--- src/include/timer16_pkg.sv ---
// constants shared by the 16-bit timer/counter and its helpers
package timer16_pkg;
    // register byte offsets on the bus
    localparam int             ADDR_W        = 8;
    localparam logic [7:0]     OFF_CTRL      = 8'h00;
    localparam logic [7:0]     OFF_LOW       = 8'h04;
    localparam logic [7:0]     OFF_HIGH      = 8'h08;
    localparam logic [7:0]     OFF_IRQ_REQ   = 8'h0C;
    localparam logic [7:0]     OFF_IRQ_EN    = 8'h10;
    localparam logic [7:0]     OFF_CMP_MODE  = 8'h14;
    // timer_control field positions
    localparam int             BIT_RUN       = 0;
    localparam int             BIT_SRC       = 1;
    localparam int             BIT_SYNC_DIS  = 2;
    localparam int             BIT_OSC_EN    = 3;
    localparam int             BIT_PS_LO     = 4;
    localparam int             BIT_PS_HI     = 5;
    localparam int             BIT_UNUSED    = 6;
    localparam int             BIT_WIDE      = 7;
    localparam logic [7:0]     CTRL_WMASK    = 8'hBF;
    localparam logic [7:0]     CTRL_RESET    = 8'h00;
    // interrupt request / enable bit position
    localparam int             BIT_OVF       = 0;
    // compare unit mode that fires the special event trigger
    localparam logic [3:0]     CMP_SPECIAL   = 4'hB;
    localparam logic [3:0]     CMP_RESET     = 4'h0;
    // counter values
    localparam logic [15:0]    COUNT_RESET   = 16'h0000;
    localparam logic [15:0]    COUNT_MAX     = 16'hFFFF;
    localparam logic [7:0]     BYTE_RESET    = 8'h00;
    // clock and instruction cycle
    localparam int             CLK_HZ        = 10_000_000;
    localparam int             CLK_PERIOD_NS = 100;
    localparam int             INSTR_DIV     = 4;
    localparam int             PS_W          = 3;
endpackage

--- src/edge_sync.sv ---
// three-stage pin synchroniser with agreement filter and rising edge pulse
`timescale 1ns/1ps
`default_nettype none
module edge_sync #(
    parameter int WIDTH = 1
) (
    input  wire logic             clk_in,
    input  wire logic             sys_rst_in,
    input  wire logic [WIDTH-1:0] raw_in,
    output logic      [WIDTH-1:0] level_out,
    output logic      [WIDTH-1:0] rise_out
);
    genvar i;
    generate
        for (i = 0; i < WIDTH; i++) begin : g_bit
            logic s1;
            logic s2;
            logic s3;
            // s1 feeds s2 only; metastability must settle before use
            always_ff @(posedge clk_in) begin
                if (sys_rst_in) begin
                    s1 <= 1'b0;
                    s2 <= 1'b0;
                    s3 <= 1'b0;
                end else begin
                    s1 <= raw_in[i];
                    s2 <= s1;
                    s3 <= s2;
                end
            end
            always_ff @(posedge clk_in) begin
                if (sys_rst_in) begin
                    level_out[i] <= 1'b0;
                    rise_out[i]  <= 1'b0;
                end else begin
                    if (s2 == s3) begin
                        level_out[i] <= s3;
                    end
                    rise_out[i] <= (s2 == s3) && s3 && !level_out[i];
                end
            end
        end
    endgenerate
endmodule // edge_sync
`default_nettype wire

--- src/prescale_div.sv ---
// 1:1 / 1:2 / 1:4 / 1:8 input prescaler
`timescale 1ns/1ps
`default_nettype none
module prescale_div #(
    parameter int W = timer16_pkg::PS_W
) (
    input  wire logic       clk_in,
    input  wire logic       sys_rst_in,
    input  wire logic       tick_in,
    input  wire logic       clear_in,
    input  wire logic [1:0] sel_in,
    output logic            tick_out
);
    logic [W-1:0] count;
    logic [W-1:0] mask;

    always_comb begin
        case (sel_in)
            2'h0:    mask = W'(0);
            2'h1:    mask = W'(1);
            2'h2:    mask = W'(3);
            default: mask = W'(7);
        endcase
    end

    assign tick_out = tick_in && ((count & mask) == mask);

    // clear wins over a tick in the same cycle
    always_ff @(posedge clk_in) begin
        if (sys_rst_in || clear_in) begin
            count <= '0;
        end else if (tick_in) begin
            count <= W'(count + W'(1));
        end
    end
endmodule // prescale_div
`default_nettype wire

--- src/timer16_top.sv ---
// 16-bit timer/counter with crystal source, prescaler and apb registers
//
// Decided for this implementation: the APB interface to the registers and the placing of the registers.
`timescale 1ns/1ps
`default_nettype none

module timer16_top (
    input  wire logic        clk_in,
    input  wire logic        sys_rst_in,
    input  wire logic [7:0]  paddr_in,
    input  wire logic        psel_in,
    input  wire logic        penable_in,
    input  wire logic        pwrite_in,
    input  wire logic [31:0] pwdata_in,
    input  wire logic [3:0]  pstrb_in,
    output logic      [31:0] prdata_out,
    output logic             pready_out,
    output logic             pslverr_out,
    input  wire logic        ext_count_clock_pin_in,
    input  wire logic        crystal_in_pin_in,
    input  wire logic        osc_clock_in,
    input  wire logic [1:0]  port_direction_in,
    output logic             crystal_osc_enable_out,
    output logic      [1:0]  pin_oe_out,
    output logic      [1:0]  pin_read_out,
    input  wire logic        sleep_in,
    input  wire logic        trigger_in,
    input  wire logic        adc_enable_in,
    output logic             adc_start_out,
    output logic             overflow_irq_out
);
    ////////////////////////////////////////////////////////////////////////
    // registers
    logic [7:0]  timer_control;
    logic [15:0] count;
    logic [7:0]  high_buffer;
    logic        overflow_flag;
    logic        overflow_irq_enable;
    logic [3:0]  compare_mode_code;
    logic [1:0]  instr_phase;

    logic        run_enable;
    logic        clock_source_select;
    logic        ext_sync_disable;
    logic        crystal_osc_enable;
    logic        wide_access_enable;
    logic [1:0]  prescale_select;

    assign run_enable          = timer_control[timer16_pkg::BIT_RUN];
    assign clock_source_select = timer_control[timer16_pkg::BIT_SRC];
    assign ext_sync_disable    = timer_control[timer16_pkg::BIT_SYNC_DIS];
    assign crystal_osc_enable  = timer_control[timer16_pkg::BIT_OSC_EN];
    assign wide_access_enable  = timer_control[timer16_pkg::BIT_WIDE];
    assign prescale_select     = timer_control[timer16_pkg::BIT_PS_HI:
                                               timer16_pkg::BIT_PS_LO];

    ////////////////////////////////////////////////////////////////////////
    // apb decode
    logic setup_cyc;
    logic access_cyc;
    logic wr_lane0;
    logic rd_setup;
    logic mapped;
    logic wr_ctrl;
    logic wr_low;
    logic wr_high;
    logic wr_req;
    logic wr_en;
    logic wr_cmp;

    assign setup_cyc  = psel_in && !penable_in;
    assign access_cyc = psel_in && penable_in;
    assign wr_lane0   = access_cyc && pwrite_in && pstrb_in[0];
    assign rd_setup   = setup_cyc && !pwrite_in;
    assign mapped     = (paddr_in == timer16_pkg::OFF_CTRL)
                     || (paddr_in == timer16_pkg::OFF_LOW)
                     || (paddr_in == timer16_pkg::OFF_HIGH)
                     || (paddr_in == timer16_pkg::OFF_IRQ_REQ)
                     || (paddr_in == timer16_pkg::OFF_IRQ_EN)
                     || (paddr_in == timer16_pkg::OFF_CMP_MODE);
    assign wr_ctrl = wr_lane0 && (paddr_in == timer16_pkg::OFF_CTRL);
    assign wr_low  = wr_lane0 && (paddr_in == timer16_pkg::OFF_LOW);
    assign wr_high = wr_lane0 && (paddr_in == timer16_pkg::OFF_HIGH);
    assign wr_req  = wr_lane0 && (paddr_in == timer16_pkg::OFF_IRQ_REQ);
    assign wr_en   = wr_lane0 && (paddr_in == timer16_pkg::OFF_IRQ_EN);
    assign wr_cmp  = wr_lane0 && (paddr_in == timer16_pkg::OFF_CMP_MODE);

    // read data is latched in setup, so every access takes two cycles
    assign pready_out  = access_cyc;
    assign pslverr_out = access_cyc && !mapped;

    ////////////////////////////////////////////////////////////////////////
    // count sources
    logic [0:0] src_rise;
    logic [1:0] pin_level;
    logic       raw_source;
    logic       instr_tick;
    logic       source_tick;
    logic       pre_in;
    logic       pre_tick;
    logic       sync_mode;
    logic       async_mode;
    logic       sync_tog;
    logic       sync_a;
    logic       sync_b;
    logic       sync_c;
    logic       advance;
    logic       special_trig;

    // oscillator output replaces the pin as external source when enabled
    assign raw_source = crystal_osc_enable ? osc_clock_in
                                           : ext_count_clock_pin_in;

    edge_sync #(.WIDTH(1)) u_src_sync (
        .clk_in     (clk_in),
        .sys_rst_in (sys_rst_in),
        .raw_in     (raw_source),
        .level_out  (),
        .rise_out   (src_rise)
    );

    edge_sync #(.WIDTH(2)) u_pin_sync (
        .clk_in     (clk_in),
        .sys_rst_in (sys_rst_in),
        .raw_in     ({crystal_in_pin_in, ext_count_clock_pin_in}),
        .level_out  (pin_level),
        .rise_out   ()
    );

    // instruction cycle is one clock in four; it stops during sleep
    always_ff @(posedge clk_in) begin
        if (sys_rst_in) begin
            instr_phase <= 2'h0;
        end else begin
            instr_phase <= 2'(instr_phase + 2'h1);
        end
    end
    assign instr_tick = (instr_phase == 2'(timer16_pkg::INSTR_DIV - 1))
                     && !sleep_in;

    assign sync_mode  = clock_source_select && !ext_sync_disable;
    assign async_mode = clock_source_select && ext_sync_disable;

    // only the asynchronous path keeps running while asleep
    always_comb begin
        if (!clock_source_select) begin
            source_tick = instr_tick;
        end else if (async_mode) begin
            source_tick = src_rise[0];
        end else begin
            source_tick = src_rise[0] && !sleep_in;
        end
    end
    assign pre_in = run_enable && source_tick;

    prescale_div #(.W(timer16_pkg::PS_W)) u_prescale (
        .clk_in     (clk_in),
        .sys_rst_in (sys_rst_in),
        .tick_in    (pre_in),
        .clear_in   (wr_low),
        .sel_in     (prescale_select),
        .tick_out   (pre_tick)
    );

    // prescaled event carried as a toggle through three more stages
    always_ff @(posedge clk_in) begin
        if (sys_rst_in) begin
            sync_tog <= 1'b0;
            sync_a   <= 1'b0;
            sync_b   <= 1'b0;
            sync_c   <= 1'b0;
        end else begin
            sync_tog <= sync_tog ^ pre_tick;
            sync_a   <= sync_tog;
            sync_b   <= sync_a;
            sync_c   <= sync_b;
        end
    end

    always_comb begin
        if (sync_mode) begin
            advance = run_enable && (sync_b ^ sync_c);
        end else begin
            advance = run_enable && pre_tick;
        end
    end

    assign special_trig = trigger_in
                       && (compare_mode_code == timer16_pkg::CMP_SPECIAL);
    assign adc_start_out = special_trig && adc_enable_in;

    ////////////////////////////////////////////////////////////////////////
    // control registers
    always_ff @(posedge clk_in) begin
        if (sys_rst_in) begin
            timer_control <= timer16_pkg::CTRL_RESET;
        end else if (wr_ctrl) begin
            timer_control <= pwdata_in[7:0]
                           & timer16_pkg::CTRL_WMASK;
        end
    end

    always_ff @(posedge clk_in) begin
        if (sys_rst_in) begin
            overflow_irq_enable <= 1'b0;
            compare_mode_code   <= timer16_pkg::CMP_RESET;
        end else begin
            if (wr_en) begin
                overflow_irq_enable <= pwdata_in[timer16_pkg::BIT_OVF];
            end
            if (wr_cmp) begin
                compare_mode_code <= pwdata_in[3:0];
            end
        end
    end

    ////////////////////////////////////////////////////////////////////////
    // counter
    logic wrap;
    assign wrap = advance && (count == timer16_pkg::COUNT_MAX)
               && !wr_low && !wr_high && !special_trig;

    always_ff @(posedge clk_in) begin
        if (sys_rst_in) begin
            count <= timer16_pkg::COUNT_RESET;
        end else if (wr_low && wide_access_enable) begin
            count <= {high_buffer, pwdata_in[7:0]};
        end else if (wr_low) begin
            count[7:0] <= pwdata_in[7:0];
        end else if (wr_high && !wide_access_enable) begin
            count[15:8] <= pwdata_in[7:0];
        end else if (special_trig && !wr_high) begin
            count <= timer16_pkg::COUNT_RESET;
        end else if (advance && !wr_high) begin
            count <= 16'(count + 16'h0001);
        end
    end

    // a wide-mode high write buffers only; the counter holds for that cycle
    always_ff @(posedge clk_in) begin
        if (sys_rst_in) begin
            high_buffer <= timer16_pkg::BYTE_RESET;
        end else if (wr_high && wide_access_enable) begin
            high_buffer <= pwdata_in[7:0];
        end else if (rd_setup && wide_access_enable
                     && paddr_in == timer16_pkg::OFF_LOW) begin
            high_buffer <= count[15:8];
        end
    end

    // the set wins over a clear; the trigger path never reaches it
    always_ff @(posedge clk_in) begin
        if (sys_rst_in) begin
            overflow_flag <= 1'b0;
        end else if (wrap) begin
            overflow_flag <= 1'b1;
        end else if (wr_req) begin
            overflow_flag <= pwdata_in[timer16_pkg::BIT_OVF];
        end
    end

    assign overflow_irq_out = overflow_flag && overflow_irq_enable;

    ////////////////////////////////////////////////////////////////////////
    // pins
    assign crystal_osc_enable_out = crystal_osc_enable;
    // direction bit high means input, as for a port direction latch
    assign pin_oe_out   = crystal_osc_enable ? 2'h0
                                             : ~port_direction_in;
    assign pin_read_out = crystal_osc_enable ? 2'h0 : pin_level;

    ////////////////////////////////////////////////////////////////////////
    // read data
    always_ff @(posedge clk_in) begin
        if (sys_rst_in) begin
            prdata_out <= 32'h0000_0000;
        end else if (rd_setup) begin
            case (paddr_in)
                timer16_pkg::OFF_CTRL:
                    prdata_out <= {24'h000000, timer_control};
                timer16_pkg::OFF_LOW:
                    prdata_out <= {24'h000000, count[7:0]};
                timer16_pkg::OFF_HIGH:
                    prdata_out <= {24'h000000, wide_access_enable
                                   ? high_buffer : count[15:8]};
                timer16_pkg::OFF_IRQ_REQ:
                    prdata_out <= {31'h00000000, overflow_flag};
                timer16_pkg::OFF_IRQ_EN:
                    prdata_out <= {31'h00000000, overflow_irq_enable};
                timer16_pkg::OFF_CMP_MODE:
                    prdata_out <= {28'h0000000, compare_mode_code};
                default:
                    prdata_out <= 32'h0000_0000;
            endcase
        end
    end

    ////////////////////////////////////////////////////////////////////////
    // assertions
    logic quiet;
    assign quiet = !wr_low && !wr_high && !special_trig;
endmodule // timer16_top
`default_nettype wire

--- config.mk ---
export PLATFORM = sky130hd
export DESIGN_NAME = timer16_top
export DESIGN_NICKNAME = d
export VERILOG_FILES = /design/src/include/timer16_pkg.sv /design/src/edge_sync.sv /design/src/prescale_div.sv /design/src/timer16_top.sv
export SDC_FILE = /design/constraint.sdc
export NUM_CORES = 1
export LEC_CHECK = 0
export ABC_AREA = 1
export BUFFER_PORTS_ARGS = -buffer_cell sky130_fd_sc_hd__clkbuf_2
export CORE_MARGIN = 2
export CORE_UTILIZATION = 40
export DETAILED_ROUTE_END_ITERATION = 16
export PLACE_DENSITY_LB_ADDON = 0.15
export SLEW_MARGIN = 20
export SYNTH_ARGS = -nofsm -noshare
export SYNTH_HDL_FRONTEND = slang
export SYNTH_SLANG_ARGS = --single-unit
export TNS_END_PERCENT = 1
--- constraint.sdc ---
create_clock -name clk_in -period 3.25 [get_ports clk_in]
set_input_delay 0.325 -clock clk_in [delete_from_list [all_inputs] [get_ports clk_in]]
set_output_delay 0.325 -clock clk_in [all_outputs]
set_load 0.01 [all_outputs]
# Word-level counts from Yosys, hierarchy flattened
# Cells that the tools add are included.
[op_classes]
mux = 20
div_mod_pow = 0
n_reduce_logical = 60
n_eq_ne = 16
n_lt_le_gt_ge = 0
addsub = 3
n_bitwise = 4
mul = 0
n_shift = 0
[ops]
columns = ["operator", "n"]
rows = [
  ["2-to-1 mux 8 bit", 7],
  ["2-to-1 mux 16 bit", 3],
  ["case mux 8 bit (6 select lines)", 1],
  ["logical AND 1 bit", 36],
  ["adder 16 x 1 -> 16 bit (second input constant)", 1],
  ["equality test 16 bit (second input constant)", 1],
  ["equality test 8 x 4 -> 1 bit (second input constant)", 2],
  ["equality test 8 x 5 -> 1 bit (second input constant)", 2],
  ["logical NOT 1 bit", 10],
  ["case mux 3 bit (3 select lines)", 1],
  ["equality test 8 x 3 -> 1 bit (second input constant)", 1],
  ["logical NOT 8 bit", 1],
  ["nonzero test 4 bit", 2],
  ["logical OR 1 bit", 6],
  ["2-to-1 mux 1 bit", 6],
  ["equality test 2 bit (second input constant)", 2],
  ["equality test 4 bit (second input constant)", 1],
  ["2-to-1 mux 2 bit", 2],
  ["AND reduction 2 bit", 2],
  ["nonzero test 2 bit", 2],
  ["adder 3 x 1 -> 3 bit (second input constant)", 1],
  ["bitwise AND 3 bit", 1],
  ["equality test 1 bit", 3],
  ["equality test 3 bit", 1],
  ["other kinds (7)", 8],
]
[totals]
latchBits = 0
output_inout_bits = 41
mem_count = 0
reg_bits = 91
rom_bits = 0
ramBits = 0
word_cells = 130
inputBits = 57

# Logic depth before layout (Yosys ltp)
[depth]
depth_word = 14
depth_mapped = 14

# Cells and area by module
# From an unflattened synthesis, not the netlist that was laid out.
[unflattened]
cells_unflattened = 647
hier_area_um2 = 4189.0
[by_module_without_submodules]
columns = ["mod", "cells_each", "area_per_inst_um2", "seq_area_each_um2", "instances"]
rows = [
  ["timer16_top", 563, 3522.1, 1021.0, 1],
  ["edge_sync at u_pin_sync", 40, 342.8, 200.2, 1],
  ["edge_sync at u_src_sync", 20, 165.2, 100.1, 1],
  ["prescale_div", 24, 158.9, 60.1, 1],
]

# Least setup slack after synthesis
# OpenSTA, ideal clock, no wires.
[synth_path]
kind = "input to register"
from = "input port paddr_in[7]"
to = "register count[14]"
path_stages = 12
path_slack_ns = 1.733
arrival_ns = 1.403
n_path_buf = 0
cell_sequence = "nor2_2 > nand2_2 > nor2_4 > nand2_2 > nand2_4 > nand2_2 > inv_2 > nand2_4 > nand2_4 > nand2_4 > o21ai_1 > nor2_1"
[synth_between]
elab_chain_cells = 8
[synth_lines]
columns = ["element", "line_no", "source"]
rows = [
  ["from (decl)", "timer16_top.sv:10", "input wire logic [7:0] paddr_in,"],
  ["equality test 8 x 4 -> 1 bit", "timer16_top.sv:83", "assign wr_high = wr_lane0 && (paddr_in == timer16_pkg::OFF_HIGH);"],
  ["logical AND 1 bit", "timer16_top.sv:83", ""],
  ["logical NOT 1 bit", "-", ""],
  ["logical AND 1 bit", "timer16_top.sv:232", "end else if (special_trig && !wr_high) begin"],
  ["2-to-1 mux 16 bit", "timer16_top.sv:232", ""],
  ["2-to-1 mux 8 bit", "timer16_top.sv:230", "end else if (wr_high && !wide_access_enable) begin"],
  ["2-to-1 mux 8 bit", "timer16_top.sv:228", "end else if (wr_low) begin"],
  ["2-to-1 mux 16 bit", "timer16_top.sv:226", "end else if (wr_low && wide_access_enable) begin"],
  ["to (signal assigned)", "timer16_top.sv:227", "count <= {high_buffer, pwdata_in[7:0]};"],
  ["to (signal assigned)", "timer16_top.sv:231", "count[15:8] <= pwdata_in[7:0];"],
  ["to (signal assigned)", "timer16_top.sv:233", "count <= timer16_pkg::COUNT_RESET;"],
  ["to (decl)", "timer16_top.sv:35", "logic [15:0] count;"],
]
# Several ways; a longest one is shown, not always the timed one. The select of a mux whose other input is x is not followed.
# A chain may end at the register's enable or synchronous reset.

# Worst setup path after layout
[layout_path]
from = "register compare_mode_code[2]"
to = "output port adc_start_out"
[layout_between]
elab_chain_cells = 3
[layout_lines]
columns = ["element", "line_no", "source"]
rows = [
  ["from (decl)", "timer16_top.sv:39", "logic [3:0] compare_mode_code;"],
  ["from (signal assigned)", "timer16_top.sv:206", "compare_mode_code <= timer16_pkg::CMP_RESET;"],
  ["from (signal assigned)", "timer16_top.sv:212", "compare_mode_code <= pwdata_in[3:0];"],
  ["equality test 4 bit", "timer16_top.sv:189", "&& (compare_mode_code == timer16_pkg::CMP_SPECIAL);"],
  ["logical AND 1 bit", "timer16_top.sv:189", ""],
  ["logical AND 1 bit", "timer16_top.sv:190", "assign adc_start_out = special_trig && adc_enable_in;"],
  ["to (decl)", "timer16_top.sv:29", "output logic adc_start_out,"],
]
# No other way between the ends.

==> results.toml <==
[outcome]
status = "completed"

[sta]
fin_setup_tns_ns = 0
clock_skews_ns = 0.0123
slew_at_the_pin_with_the_worst_max_slew_slack_ns = 0.688
setup_violations = 0
timing.final.crit_share = 0.618
final_hold_violation_count = 0
post-route-min-period_ns = 2.01
slew_headroom = 0.538
grt_setup_unrepaired = "false"
setup_ws_ns = 1.24
max_clock_freq_ghz = 0.498
timing_max_transition_violations_final = 0

[clock_network]
cts.sink_count = 67
cts_hold_buffers = 0
cts_setup_buffers = 0
total_cts_buffers = 9
clock_pin_slew_reported_for_the_worst_setup_and_hold_paths_after_clock_tree_synthesis_ns = 0.09
worst_skew_pair.late_latency_ns = 0.35
clock_tree.buffer_depth = 2
ctsHtreeMaxLevel = 3
cts-resized-gates = 0
cts-root-buf = "sky130_fd_sc_hd__clkbuf_8"
cts_tree = "yes"

[critical_path]
worst-path-max-fanout = 3
setup_slack_of_the_worst_register_to_register_path_ns = 1.40
setup.worst_path.class = "reg -> out"
critical_path.endpoint_type = "output pin"
cp_data_required_time_ns = 2.92
startpoint_type = "register"
worst_ep_arrival_time_ns = 1.68

[global_route]
grtUsageTotal = 0.200
grtUsageMet2 = 0.315
grt_max_degree = 31
number_of_antenna_violations_at_the_first_check_in_global_routing = 0
globalRouteMet1Util = 0.271
grt_pass1_wl_um = 16000
first_global_vias = 3150
gr-max-usage-layer = "met2"
global_route_total_overflow = 0
grt_util_met3 = 0.0547

[synthesis]
synth_warnings = 0
seq_area_frac_synth = 0.349
leading_register_cell_type_out_of_synthesis = "sky130_fd_sc_hd__dfxtp_1"
syn-cell-area_um2 = 3840
postSynthAreaPerCell_um2 = 6.76
netlist_instances = 569
netlist-cell-type-count = 40
synth_enable_flop_cells = 0
ys_async_rst_share = 0
synth-seq-cells = 67

[route]
drc = 0
detail_route.vias_per_cell = 4.95
route.antenna.remaining_nets = 0
drt_iter0_drc = 201
via_count = 3704
route.detailed.wl_per_inst_um = 13.7
drt-pass1-iter-count = 5
totalWireLength_um = 10300

[cells_and_area]
commonest_non_fill_non_tap_cells_in_the_layout = "136 x sky130_fd_sc_hd__nand2_1, 67 x sky130_fd_sc_hd__dfxtp_1, 60 x sky130_fd_sc_hd__nor2_1"
antenna-diode-count = 0
layout.cells.most_common = "sky130_fd_sc_hd__nand2_1"
final_stage_net_count = 675
synthToLayoutAreaGrowth_pct = 11.7
final_layout_size_suffix_gt1_frac = 0.165

[worst_hold_path]
min-delay-path-class = "in -> reg"

[placed_design]
pre_cts_ws_ns = 1.16
portBuffers = 46
place_hpwl_um = 7760
finalWeightedCongestion = 0.945

[die]
initial_util = 0.414
design.die.area_um2 = 10400
top_level_ports = 98
die_height_um = 102
die_w_um = 102
fp.coreArea_um2 = 9280
std_cell_rows = 35

[pwr]
static-leakage-power_nw = 1.80
cell_area_power_density_nw_per_um2 = 389
vdd_drop_max_mv = 0.324

[flow_run]
drv_cap = 0
## layout make-up
cell class	instances	area [um^2]
Tap cell	129	161
Fill cell	978	4990
Multi-Input combinational cell	421	2080
Clock inverter	7	81.3
Sequential cell	67	1340
Inverter	67	256
Timing Repair Buffer	48	245
Clock buffer	9	124
## through the flow
stage | instances | area [um^2] | total power [mW] | util | hold WS, ns
floorplan | 592 | 3930 | 0.925 | - | 0.388
global placement | 732 | 4090 | 0.943 | 0.440 | 0.393
detailed placement | 732 | 4090 | 0.945 | 0.440 | 0.395
CTS | 748 | 4290 | 1.68 | 0.462 | 0.141
global route | 748 | 4290 | 1.74 | 0.462 | 0.139
finish | 748 | 4290 | 1.67 | 0.462 | 0.151
## routing by layer
metal  wire length [um]  part of all wire
met1               4750              0.46
met2               4620              0.45
met3                676             0.066
met4                226             0.022
met5                  0                 0
## registers in the layout, indices dropped and copies added, names as in the netlist, 2 cells and up
name	cells
compare_mode_code	4
count	16
high_buffer	8
instr_phase	2
prdata_out	8
timer_control	7
u_pin_sync.g_bit.s1	2
u_pin_sync.g_bit.s2	2
u_pin_sync.g_bit.s3	2
u_pin_sync.level_out	2
u_prescale.count	3
## synth_stat cells, drive strengths merged (3+ instances only)
cell / count / area [um^2]
nand2: 152 / 651
nor2: 68 / 295
dfxtp: 67 / 1340
inv: 67 / 257
o21ai: 53 / 273
a21oi: 42 / 210
buf: 30 / 223
nand3: 26 / 140
a31oi: 8 / 50.1
nor3: 8 / 51.3
clkbuf: 7 / 26.3
o22ai: 6 / 37.5
nand4: 5 / 31.3
ha: 4 / 50.1
xor2: 4 / 35.0
o211ai: 3 / 22.5
o221ai: 3 / 26.3
## worst max-delay path, cell delays in order, from the launching register on
cell and delay (ns):
sky130_fd_sc_hd__dfxtp_1 0.32, sky130_fd_sc_hd__inv_2 0.06, sky130_fd_sc_hd__nand3_1 0.06, sky130_fd_sc_hd__nor3_1 0.54
sky130_fd_sc_hd__and2_1 0.22, sky130_fd_sc_hd__clkbuf_2 0.13
## logic make-up (layout without fill, tap and decap cells)
family | after synthesis | count (layout) | share of synthesized area
compound gates | 121 | 121 | 0.174
xor+xnor | 6 | 6 | 0.0137
fa+ha+maj | 4 | 4 | 0.0130
buf+inv | 104 | 131 | 0.132
flops | 67 | 67 | 0.349
mux | 2 | 2 | 0.00521
other cells | 1 | 24 | 0.000976
simple gates | 264 | 264 | 0.313
## final timing paths
path                        startpoint                endpoint  cells after the start
hold reg to reg                 sync_a                  sync_b                      2
setup reg to reg  compare_mode_code[2]               count[11]                     11
setup / recovery  compare_mode_code[2]           adc_start_out                      5
hold / removal       crystal_in_pin_in  u_pin_sync.g_bit[1].s1                      3
## power breakdown
group / internal, mW / switching (mW) / total, mW
sequential: 0.828 / 0.00280 / 0.830
clock: 0.367 / 0.377 / 0.744
combinational: 0.0274 / 0.0675 / 0.0949
(Power assumes the default switching activity.)
